[src/common/marker_pkg.sv]
package marker_pkg;
	localparam int NMARK = 4;
	localparam int NSEG = 4;
	localparam int NSAMP = 64;
	localparam int POS_W = 6;
	localparam int SEG_W = 2;
	localparam int IDX_W = 8;
	// register byte offsets
	localparam logic [7:0] OFF_CTRL = 8'h00;
	localparam logic [7:0] OFF_EDIT = 8'h04;
	localparam logic [7:0] OFF_RANGE = 8'h08;
	localparam logic [7:0] OFF_SEGLEN = 8'h0c;
	localparam logic [7:0] OFF_SEQ = 8'h10;
	localparam logic [7:0] OFF_RES = 8'h14;
	localparam logic [7:0] OFF_STAT = 8'h18;
	// field positions
	localparam int CTRL_PLAY = 0;
	localparam int CTRL_SEQ = 1;
	localparam int CTRL_SEG = 2;
	localparam int CTRL_POL = 4;
	localparam int CTRL_ROUTE = 8;
	localparam int EDIT_CMD = 0;
	localparam int EDIT_MARK = 2;
	localparam int EDIT_SEG = 4;
	localparam int RANGE_FIRST = 0;
	localparam int RANGE_LAST = 8;
	localparam int RANGE_SKIP = 16;
	localparam int SEGLEN_STEP = 8;
	localparam int SEQ_LAST = 0;
	localparam int SEQ_EN = 4;
	localparam int STAT_BUSY = 0;
	localparam int STAT_REFUSED = 1;
	localparam int STAT_SEG = 4;
	localparam int STAT_POS = 8;
	localparam int STAT_EVT = 16;
	// reset values and other constants
	localparam logic [31:0] CTRL_RST = 32'h0000_0000;
	localparam logic [31:0] RANGE_RST = 32'h0000_0000;
	localparam logic [31:0] SEGLEN_RST = 32'h3f3f_3f3f;
	localparam logic [SEG_W-1:0] SEQ_LAST_RST = 2'h0;
	localparam logic [NSEG*NMARK-1:0] SEQ_EN_RST = 16'hffff;
	localparam logic [NSEG-1:0] RES_RST = 4'hf;
	localparam logic [POS_W-1:0] POS_FIRST = 6'h00;
	localparam logic [POS_W-1:0] POS_MAX = 6'h3f;
	localparam logic [NMARK-1:0] ALL_MARK = 4'hf;
	localparam logic [1:0] HTRANS_NONSEQ = 2'h2;
	localparam logic HRESP_OKAY = 1'b0;
	typedef enum logic [1:0] {
		CMD_SET_RANGE = 2'h0,
		CMD_CLR_RANGE = 2'h1,
		CMD_CLR_ALL = 2'h2,
		CMD_SET_FIRST = 2'h3
	} cmd_t;
	typedef enum logic [1:0] {
		ED_IDLE = 2'b01,
		ED_RUN = 2'b10
	} ed_state_t;
endpackage

[src/common/mark_if.sv]
`timescale 1ns/1ps
interface mark_if;
	logic valid;
	logic [marker_pkg::NMARK-1:0] bits;
	logic [marker_pkg::NMARK-1:0] en;
	logic [marker_pkg::NMARK-1:0] pol;
	logic [marker_pkg::NMARK-1:0] route;
	modport src (output valid, output bits, output en, output pol,
		output route);
	modport sink (input valid, input bits, input en, input pol,
		input route);
endinterface

[src/core/marker_out.sv]
`timescale 1ns/1ps
module marker_out (
	// clock, reset, freeze
	input wire logic ref_clk,
	input wire logic sys_rst,
	input wire logic ce,
	// marker bits from the store
	mark_if.sink m,
	// event outputs and level-hold sample window
	output logic [marker_pkg::NMARK-1:0] evt,
	output logic alc_sample
);
	logic [marker_pkg::NMARK-1:0] act;
	logic [marker_pkg::NMARK-1:0] lvl;
	logic [marker_pkg::NMARK-1:0] evt_q;
	logic hold_q;

	// enable first, then polarity; idle output stays low
	assign act = m.bits & m.en;
	assign lvl = m.valid ? (act ^ m.pol) : '0;

	always_ff @(posedge ref_clk) begin
		if (sys_rst) begin
			evt_q <= '0;
			hold_q <= 1'b0;
		end else if (ce) begin
			evt_q <= lvl;
			hold_q <= |(lvl & m.route);
		end
	end
	assign evt = evt_q;
	assign alc_sample = hold_q;

	neg_pol_a: assert property (@(posedge ref_clk) disable iff (sys_rst)
		ce && m.valid && m.pol[0] && m.en[0] |=> evt[0] == !$past(m.bits[0]))
		else $error("negative marker level wrong");
	seg_off_a: assert property (@(posedge ref_clk) disable iff (sys_rst)
		ce && m.valid && !m.en[1] |=> evt[1] == $past(m.pol[1]))
		else $error("disabled marker not inactive");
	idle_low_a: assert property (@(posedge ref_clk) disable iff (sys_rst)
		ce && !m.valid |=> evt == '0)
		else $error("idle event output not low");
	hold_win_a: assert property (@(posedge ref_clk) disable iff (sys_rst)
		ce && m.valid && m.route == 4'h1 |=> alc_sample == evt[0])
		else $error("hold window not tied to marker level");
endmodule

[src/core/marker_gen.sv]
// The AHB-Lite register port and the address map were decided locally.
`timescale 1ns/1ps
module marker_gen (
	// clock, reset, freeze
	input wire logic ref_clk,
	input wire logic sys_rst,
	input wire logic ce,
	// ahb-lite slave
	input wire logic hsel,
	input wire logic [31:0] haddr,
	input wire logic [1:0] htrans,
	input wire logic hwrite,
	input wire logic [2:0] hsize,
	input wire logic [31:0] hwdata,
	input wire logic hready,
	output logic hreadyout,
	output logic hresp,
	output logic [31:0] hrdata,
	// waveform position
	output logic wave_valid,
	output logic [marker_pkg::SEG_W-1:0] wave_seg,
	output logic [marker_pkg::POS_W-1:0] wave_pos,
	// marker event outputs and level-hold window
	output logic [marker_pkg::NMARK-1:0] evt,
	output logic alc_sample
);
	function automatic logic [marker_pkg::IDX_W-1:0] mem_idx(
		input logic [marker_pkg::SEG_W-1:0] s,
		input logic [marker_pkg::POS_W-1:0] p);
		mem_idx = {s, p};
	endfunction

	function automatic logic [marker_pkg::POS_W-1:0] seg_last(
		input logic [31:0] lens,
		input logic [marker_pkg::SEG_W-1:0] s);
		seg_last = lens[s*marker_pkg::SEGLEN_STEP +: marker_pkg::POS_W];
	endfunction

	// bus address phase and data phase
	logic acc;
	logic wr_q;
	logic [7:0] ba_q;
	logic [31:0] rdata;
	logic [31:0] hrdata_q;
	logic w_ctrl;
	logic w_edit;
	logic w_range;
	logic w_seglen;
	logic w_seq;
	logic w_res;
	logic w_stat;

	// registers
	logic [31:0] ctrl_q;
	logic [31:0] range_q;
	logic [31:0] seglen_q;
	logic [marker_pkg::SEG_W-1:0] seq_last_q;
	logic [marker_pkg::NSEG*marker_pkg::NMARK-1:0] seq_en_q;
	logic [marker_pkg::NSEG-1:0] res_q;
	logic refused_q;

	// edit engine
	marker_pkg::ed_state_t st_q;
	marker_pkg::cmd_t cmd_q;
	marker_pkg::cmd_t cmd_w;
	logic [1:0] mark_q;
	logic [marker_pkg::SEG_W-1:0] eseg_q;
	logic [marker_pkg::SEG_W-1:0] eseg_w;
	logic [marker_pkg::POS_W-1:0] cur_q;
	logic [marker_pkg::POS_W-1:0] last_q;
	logic [marker_pkg::POS_W-1:0] skip_q;
	logic [marker_pkg::POS_W-1:0] cnt_q;
	logic [marker_pkg::POS_W-1:0] go_first;
	logic [marker_pkg::POS_W-1:0] go_last;
	logic [marker_pkg::POS_W-1:0] go_skip;
	logic ed_go;
	logic ed_refuse;
	logic busy;
	logic mem_we;
	logic set_bit;
	logic [marker_pkg::IDX_W-1:0] widx;
	logic [marker_pkg::NMARK-1:0] wold;

	// marker store and playback
	logic [marker_pkg::NMARK-1:0] mem_q [marker_pkg::NSEG*marker_pkg::NSAMP];
	logic play;
	logic seqm;
	logic [marker_pkg::SEG_W-1:0] ctrl_seg;
	logic [marker_pkg::SEG_W-1:0] seg_q;
	logic [marker_pkg::POS_W-1:0] pos_q;
	logic play_q;
	logic seg_end;
	logic [marker_pkg::SEG_W-1:0] seg_nx;
	logic [marker_pkg::NMARK-1:0] rd_q;
	logic rdv_q;
	logic [marker_pkg::NMARK-1:0] en_q;

	mark_if mk ();

	// bus slave: zero wait states while ce is high
	assign acc = hsel & htrans[1] & hready & ce;
	assign hreadyout = ce;
	assign hresp = marker_pkg::HRESP_OKAY;
	assign hrdata = hrdata_q;

	always_ff @(posedge ref_clk) begin
		if (sys_rst) begin
			wr_q <= 1'b0;
			ba_q <= '0;
			hrdata_q <= '0;
		end else if (ce) begin
			wr_q <= acc & hwrite;
			if (acc) ba_q <= haddr[7:0];
			if (acc & !hwrite) hrdata_q <= rdata;
		end
	end

	assign w_ctrl = wr_q && ba_q == marker_pkg::OFF_CTRL;
	assign w_edit = wr_q && ba_q == marker_pkg::OFF_EDIT;
	assign w_range = wr_q && ba_q == marker_pkg::OFF_RANGE;
	assign w_seglen = wr_q && ba_q == marker_pkg::OFF_SEGLEN;
	assign w_seq = wr_q && ba_q == marker_pkg::OFF_SEQ;
	assign w_res = wr_q && ba_q == marker_pkg::OFF_RES;
	assign w_stat = wr_q && ba_q == marker_pkg::OFF_STAT;

	always_comb begin
		rdata = '0;
		if (haddr[7:0] == marker_pkg::OFF_CTRL) begin
			rdata = ctrl_q;
		end else if (haddr[7:0] == marker_pkg::OFF_EDIT) begin
			rdata[marker_pkg::EDIT_CMD +: 2] = cmd_q;
			rdata[marker_pkg::EDIT_MARK +: 2] = mark_q;
			rdata[marker_pkg::EDIT_SEG +: marker_pkg::SEG_W] = eseg_q;
		end else if (haddr[7:0] == marker_pkg::OFF_RANGE) begin
			rdata = range_q;
		end else if (haddr[7:0] == marker_pkg::OFF_SEGLEN) begin
			rdata = seglen_q;
		end else if (haddr[7:0] == marker_pkg::OFF_SEQ) begin
			rdata[marker_pkg::SEQ_LAST +: marker_pkg::SEG_W] = seq_last_q;
			rdata[marker_pkg::SEQ_EN +: 16] = seq_en_q;
		end else if (haddr[7:0] == marker_pkg::OFF_RES) begin
			rdata[marker_pkg::NSEG-1:0] = res_q;
		end else if (haddr[7:0] == marker_pkg::OFF_STAT) begin
			rdata[marker_pkg::STAT_BUSY] = busy;
			rdata[marker_pkg::STAT_REFUSED] = refused_q;
			rdata[marker_pkg::STAT_SEG +: marker_pkg::SEG_W] = seg_q;
			rdata[marker_pkg::STAT_POS +: marker_pkg::POS_W] = pos_q;
			rdata[marker_pkg::STAT_EVT +: marker_pkg::NMARK] = evt;
		end
	end

	// configuration registers; a sequence register write reloads the segment enables too
	always_ff @(posedge ref_clk) begin
		if (sys_rst) begin
			ctrl_q <= marker_pkg::CTRL_RST;
			range_q <= marker_pkg::RANGE_RST;
			seglen_q <= marker_pkg::SEGLEN_RST;
			seq_last_q <= marker_pkg::SEQ_LAST_RST;
			seq_en_q <= marker_pkg::SEQ_EN_RST;
			res_q <= marker_pkg::RES_RST;
		end else if (ce) begin
			if (w_ctrl) ctrl_q <= hwdata;
			if (w_range) range_q <= hwdata;
			if (w_seglen) seglen_q <= hwdata;
			if (w_seq) begin
				seq_last_q <= hwdata[marker_pkg::SEQ_LAST +: marker_pkg::SEG_W];
				seq_en_q <= hwdata[marker_pkg::SEQ_EN +: 16];
			end
			if (w_res) res_q <= hwdata[marker_pkg::NSEG-1:0];
		end
	end

	// refused edit flag: a new refusal wins over the clear
	always_ff @(posedge ref_clk) begin
		if (sys_rst) begin
			refused_q <= 1'b0;
		end else if (ce) begin
			if (ed_refuse) refused_q <= 1'b1;
			else if (w_stat && hwdata[marker_pkg::STAT_REFUSED])
				refused_q <= 1'b0;
		end
	end

	// edit command decode; skip is latched at apply time
	assign cmd_w = marker_pkg::cmd_t'(hwdata[marker_pkg::EDIT_CMD +: 2]);
	assign eseg_w = hwdata[marker_pkg::EDIT_SEG +: marker_pkg::SEG_W];
	assign busy = st_q == marker_pkg::ED_RUN;
	assign ed_go = w_edit && !busy && res_q[eseg_w];
	assign ed_refuse = w_edit && !ed_go;
	assign go_first = (cmd_w == marker_pkg::CMD_CLR_ALL ||
		cmd_w == marker_pkg::CMD_SET_FIRST) ? marker_pkg::POS_FIRST :
		range_q[marker_pkg::RANGE_FIRST +: marker_pkg::POS_W];
	assign go_last = (cmd_w == marker_pkg::CMD_CLR_ALL) ?
		marker_pkg::POS_MAX : (cmd_w == marker_pkg::CMD_SET_FIRST) ?
		marker_pkg::POS_FIRST :
		range_q[marker_pkg::RANGE_LAST +: marker_pkg::POS_W];
	assign go_skip = (cmd_w == marker_pkg::CMD_SET_RANGE) ?
		range_q[marker_pkg::RANGE_SKIP +: marker_pkg::POS_W] : '0;

	// one sample per cycle, only the selected marker bit changes
	assign set_bit = cmd_q == marker_pkg::CMD_SET_RANGE ||
		cmd_q == marker_pkg::CMD_SET_FIRST;
	assign mem_we = busy && (!set_bit || cnt_q == '0);
	assign widx = mem_idx(eseg_q, cur_q);
	assign wold = mem_q[widx];

	always_ff @(posedge ref_clk) begin
		if (sys_rst) begin
			st_q <= marker_pkg::ED_IDLE;
			cmd_q <= marker_pkg::CMD_SET_RANGE;
			mark_q <= '0;
			eseg_q <= '0;
			cur_q <= '0;
			last_q <= '0;
			skip_q <= '0;
			cnt_q <= '0;
		end else if (ce) begin
			case (st_q)
			marker_pkg::ED_IDLE: begin
				if (ed_go) begin
					st_q <= marker_pkg::ED_RUN;
					cmd_q <= cmd_w;
					mark_q <= hwdata[marker_pkg::EDIT_MARK +: 2];
					eseg_q <= eseg_w;
					cur_q <= go_first;
					last_q <= go_last;
					skip_q <= go_skip;
					cnt_q <= '0;
				end
			end
			marker_pkg::ED_RUN: begin
				if (cur_q == last_q) begin
					st_q <= marker_pkg::ED_IDLE;
				end else begin
					cur_q <= cur_q + 1'b1;
					cnt_q <= (cnt_q == skip_q) ? '0 : cnt_q + 1'b1;
				end
			end
			default: st_q <= marker_pkg::ED_IDLE;
			endcase
		end
	end

	// marker store: one bit per marker per sample
	always_ff @(posedge ref_clk) begin
		if (sys_rst) begin
			for (int i = 0; i < marker_pkg::NSEG*marker_pkg::NSAMP; i++)
				mem_q[i] <= '0;
		end else if (ce && mem_we) begin
			mem_q[widx][mark_q] <= set_bit;
		end
	end

	// playback position
	assign play = ctrl_q[marker_pkg::CTRL_PLAY];
	assign seqm = ctrl_q[marker_pkg::CTRL_SEQ];
	assign ctrl_seg = ctrl_q[marker_pkg::CTRL_SEG +: marker_pkg::SEG_W];
	assign seg_end = pos_q == seg_last(seglen_q, seg_q);
	assign seg_nx = !seqm ? ctrl_seg :
		(seg_q == seq_last_q) ? '0 : seg_q + 1'b1;

	always_ff @(posedge ref_clk) begin
		if (sys_rst) begin
			play_q <= 1'b0;
			pos_q <= '0;
			seg_q <= '0;
		end else if (ce) begin
			play_q <= play;
			if (!play_q) begin
				pos_q <= marker_pkg::POS_FIRST;
				seg_q <= seqm ? '0 : ctrl_seg;
			end else if (seg_end) begin
				pos_q <= marker_pkg::POS_FIRST;
				seg_q <= seg_nx;
			end else begin
				pos_q <= pos_q + 1'b1;
			end
		end
	end
	assign wave_valid = play_q;
	assign wave_seg = seg_q;
	assign wave_pos = pos_q;

	// read stage: adds the first of two lag cycles
	always_ff @(posedge ref_clk) begin
		if (sys_rst) begin
			rd_q <= '0;
			rdv_q <= 1'b0;
			en_q <= '0;
		end else if (ce) begin
			rd_q <= play_q ? mem_q[mem_idx(seg_q, pos_q)] : '0;
			rdv_q <= play_q;
			en_q <= seqm ? seq_en_q[seg_q*marker_pkg::NMARK +:
				marker_pkg::NMARK] : marker_pkg::ALL_MARK;
		end
	end

	assign mk.valid = rdv_q;
	assign mk.bits = rd_q;
	assign mk.en = en_q;
	assign mk.pol = ctrl_q[marker_pkg::CTRL_POL +: marker_pkg::NMARK];
	assign mk.route = ctrl_q[marker_pkg::CTRL_ROUTE +: marker_pkg::NMARK];

	// output stage: second lag cycle
	marker_out u_out (
		.ref_clk(ref_clk),
		.sys_rst(sys_rst),
		.ce(ce),
		.m(mk.sink),
		.evt(evt),
		.alc_sample(alc_sample)
	);

	or_keep_a: assert property (@(posedge ref_clk) disable iff (sys_rst)
		ce && mem_we && set_bit |=>
		(mem_q[$past(widx)] & $past(wold)) == $past(wold))
		else $error("set lost an existing point");
	other_keep_a: assert property (@(posedge ref_clk) disable iff (sys_rst)
		ce && mem_we |=> (mem_q[$past(widx)] | (4'h1 << $past(mark_q))) ==
		($past(wold) | (4'h1 << $past(mark_q))))
		else $error("edit touched another marker");
	range_end_a: assert property (@(posedge ref_clk) disable iff (sys_rst)
		ce && busy && cur_q == last_q |=> !busy)
		else $error("range edit overran last index");
	first_pt_a: assert property (@(posedge ref_clk) disable iff (sys_rst)
		ce && ed_go && cmd_w == marker_pkg::CMD_SET_FIRST |=>
		busy && cur_q == '0 && last_q == '0 ##1 !busy)
		else $error("set-first not on sample zero");
	skip_gap_a: assert property (@(posedge ref_clk) disable iff (sys_rst)
		busy && set_bit && cnt_q != '0 |-> !mem_we)
		else $error("skipped sample written");
	refuse_a: assert property (@(posedge ref_clk) disable iff (sys_rst)
		ce && w_edit && !res_q[eseg_w] |=> refused_q && st_q == $past(st_q))
		else $error("edit of non-resident segment taken");
	lag_two_a: assert property (@(posedge ref_clk) disable iff (sys_rst)
		ce && play_q && mk.pol == '0 && mk.route == '0 ##1 ce ##1 ce |->
		evt == ($past(mem_q[mem_idx(seg_q, pos_q)], 2) & $past(en_q)))
		else $error("marker not two samples behind");
endmodule

[config.mk]
export PLATFORM = sky130hd
export DESIGN_NAME = marker_gen
export DESIGN_NICKNAME = d
export VERILOG_FILES = /design/src/common/marker_pkg.sv /design/src/common/mark_if.sv /design/src/core/marker_out.sv /design/src/core/marker_gen.sv
export SDC_FILE = /design/constraint.sdc
export NUM_CORES = 2
export LEC_CHECK = 0
export BUFFER_PORTS_ARGS = -buffer_cell sky130_fd_sc_hd__buf_4
export CORE_MARGIN = 2
export CORE_UTILIZATION = 55
export CTS_CLUSTER_DIAMETER = 80
export DETAILED_ROUTE_END_ITERATION = 6
export PLACE_DENSITY = 0.74
export SLEW_MARGIN = 20
export SYNTH_ARGS = -nofsm -noshare
export SYNTH_HDL_FRONTEND = slang
export SYNTH_SLANG_ARGS = --single-unit
[constraint.sdc]
create_clock -name ref_clk -period 2.51 [get_ports ref_clk]
set_clock_uncertainty 0.2 [all_clocks]
set_input_delay 0.6275 -clock ref_clk [delete_from_list [all_inputs] [get_ports ref_clk]]
set_output_delay 0.6275 -clock ref_clk [all_outputs]
set_load 0.02 [all_outputs]
==> flow_metrics.tcl <==
set metrics [dict create \
    status "finished with violations" \
    violations "setup timing" \
    place_congestion 0.910 \
    syn_inst 5669 \
    yosysTopAreaCellShare_pct 48.8 \
    routed_wl_mm 200 \
    report.final.slew_viol_count 0 \
    vdd_drop_max_v 0.000649 \
    tns_ns -430.34 \
    drt-pass1-iter-count 6 \
    yosys.area.top_type "edfxtp_1" \
    clk_pin_slew_ns 0.06 \
    first_iter_violations 7879 \
    synthArstFlopShare_pct 0 \
    p_per_area_mw_per_mm2 585 \
    grt_use_total_pct 31.6 \
    cts_sinks 1239 \
    num_rows 124 \
    gr-total-overflow 0 \
    antenna_left 0 \
    worstSetupPathType "flop to flop" \
    fill_cells 7946 \
    synth_area_leaders "edfxtp_1 (49%), o21bai_1 (12%), mux4_2 (8.4%)" \
    drive_gt1_share_pct 19.7 \
    crit_arrival_ns 3.24 \
    hold_violations 0 \
    core_sq_mm 0.114 \
    rsz0062_at_grt "true" \
    yosys_register_bits 1239 \
    p_leak_uw 0.0240 \
    die_h_microns 342 \
    synth_warnings 0 \
    first_global_vias 46263 \
    ys.flop_type "edfxtp_1" \
    grt_max_degree 251 \
    multi_input_area_sq_mm 0.0267 \
    fin_crit_sh_pct 119 \
    regArea_sq_mm 0.0351 \
    setup.worst_path.start_class "flop" \
    detail_route.wl_per_cell_microns 26.9 \
    path_cells "nor4_4, nand2_2, a2111o_1, buf_6, or3_4, buf_12, o21bai_1" \
    dieArea_sq_mm 0.117 \
    num_vias 49200 \
    cts_buffers 137 \
    maxCapViolations 0 \
    placed_cells 7040 \
    synthTopCellsByCount "nor2_1 (1154), o21bai_1 (1025), edfxtp_1 (1024), nand2_1 (613), clkbuf_1 (408)" \
    crit_slowest_cell "or3_4" \
    max_slew_margin_pct 27.1 \
    placedInstanceArea_sq_mm 0.0671 \
    antenna_found_initial 1 \
    cts_tree "yes" \
    clock_latency_ns 0.77 \
    power_uw 44300 \
    synth_nets 5751 \
    cts-root-buf "clkbuf_16" \
    setup_violations 1986 \
    fp.dieW_microns 342 \
    critPathRequiredTime_ns 2.76 \
    synth-seq-area-share_pct 55.6 \
    area_delta_synth_final_pct 20.0 \
    regToRegSetupSlack_ns -0.48 \
    vias_per_cell 6.61 \
    start_util_pct 55.3 \
    grt_pass1_wl_mm 281 \
    fin_nets 5906 \
    synth.most_common_cell "nor2_1" \
    post-route-min-period_ns 2.99 \
    ys_types 68 \
    drc 0 \
    io_pins 123 \
    netlist_area_sq_mm 0.0630 \
    crit_path_end_kind "flop" \
    crit_fanout 72 \
    avgSynthCellArea_sq_um 11.1 \
    cts_max_level 4 \
    fmax_mhz 335 \
    hold_class "input pin to flop" \
    layout.cells.non_filler 7447 \
    setup_slack_ns -0.478 \
    synth-edff-count 1024 \
    max_stage_delay_ns 0.50 \
    place.port_buffers 93 \
    dp_hpwl_mm 110 \
    cts_buffer_depth 3 \
    worst_pin_slew_ns 1.09 \
    design_area_sq_mm 0.0756 \
]
-- report_power, final --
group	internal (uW)	switching [uW]	leakage, uW
Sequential	22900	221	0.0120
Combinational	999	955	0.00999
Clock	10800	8480	0.00206
Total	34600	9650	0.0240
-- final cells by class --
cell class                      count  area share (%)
Antenna cell                        3         0.00993
Sequential cell                  1239            46.4
Clock inverter                     64           0.665
Inverter                           18          0.0926
Tap cell                         1512            2.50
Multi-Input combinational cell   3832            35.3
Clock buffer                      183            4.90
Timing Repair Buffer              596            10.1
-- cell usage in the layout, fill, tap and decap left out, types with 18 or more instances in the layout --
master / count
a211oi_1: 38
a21oi_1: 156
a22oi_1: 55
a31oi_1: 20
and2_1: 23
buf_12: 123
buf_16: 45
buf_4: 344
clkbuf_1: 39
clkbuf_16: 169
clkinv_1: 29
clkinv_2: 18
dfxtp_1: 209
dlygate4sd3_1: 34
edfxtp_1: 1024
mux2i_1: 109
mux4_2: 236
nand2_1: 609
nand3_1: 29
nand3b_1: 48
nand4_1: 19
nor2_1: 1104
nor2_2: 28
nor2_4: 22
o21ai_0: 24
o21bai_1: 951
o21bai_4: 68
o221ai_1: 24
xnor2_1: 21
-- timing repair --
| action | in CTS | in global routing |
|---|---|---|
| hold endpoints to repair | 116 | 0 |
| hold buffers | 34 | 0 |
| gates cloned | 36 | 46 |
| endpoints found under the setup margin | 2043 | 2082 |
| pin swaps | 113 | 108 |
| gates resized for setup | 88 | 196 |
| setup buffers | 24 | 22 |
-- sequential cells by signal, indices dropped and copies added, names as in the netlist, 2 cells and up --
name        cells
skip_q          6
eseg_q          2
seq_en_q       16
cnt_q           6
last_q          6
wave_pos        6
range_q        32
wave_seg        2
en_q            4
res_q           4
st_q            2
ctrl_q         32
mark_q          2
hrdata         32
u_out.evt       4
cmd_q           2
seq_last_q      2
mk.bits         4
ba_q            8
cur_q           6
mem_q        1024
seglen_q       32
-- worst max-delay path, delay by kind of cell (launching register included) --
family,cells,cell delay (ns)
AND/OR/NAND/NOR,3,0.91
AO/OA/AOI/OAI,2,0.74
buffers and inverters,2,0.42
flip-flops,1,0.33
-- metal layers --
layer / up-vias / GRT usage [%] / share of wire [%]
met1: 24091 / 41.8 / 35
met3: 679 / 6.08 / 13
met4: 2 / 14.9 / 5.0
met5: - / 0 / 0.0080
li1: 20912 / - / -
met2: 3516 / 50.7 / 47
-- final timing paths --
path,start,endpoint,cells after the start
worst min-delay path,haddr[5],ba_q[5]$_SDFFE_PP0P_,4
worst max-delay path,cnt_q[2]$_SDFFE_PP0P_,mem_q[157][1]$_SDFFCE_PN0P_,7
worst max register to register,cnt_q[2]$_SDFFE_PP0P_,mem_q[157][1]$_SDFFCE_PN0P_,7
worst min register to register,range_q[22]$_SDFFE_PP0P_,range_q[22]$_SDFFE_PP0P_,2
-- logic make-up (layout without fill, tap and decap cells) --
logic type | after synthesis | in the layout | synth area share (%)
mux | 353 | 353 | 10.3
fa+ha+maj | 7 | 7 | 0.139
buf+inv | 600 | 861 | 4.05
other cells | 1 | 4 | 0.00595
compound gates | 1453 | 1453 | 16.7
simple gates | 1981 | 1983 | 12.7
flops | 1239 | 1239 | 55.6
xor+xnor | 35 | 35 | 0.486
-- per-stage QoR --
stage                     hold slack (ns)  setup WS, ns  util [%]
final                              0.0445        -0.478      66.3
after global routing               0.0422        -0.534      66.3
after CTS                         0.00714        -0.374      64.4
after detailed placement            0.246        -0.682      58.9
after global placement              0.242        -0.663      58.9
after floorplan                     0.220       -0.0900         -
No activity file was read; power rests on OpenSTA's default activity.
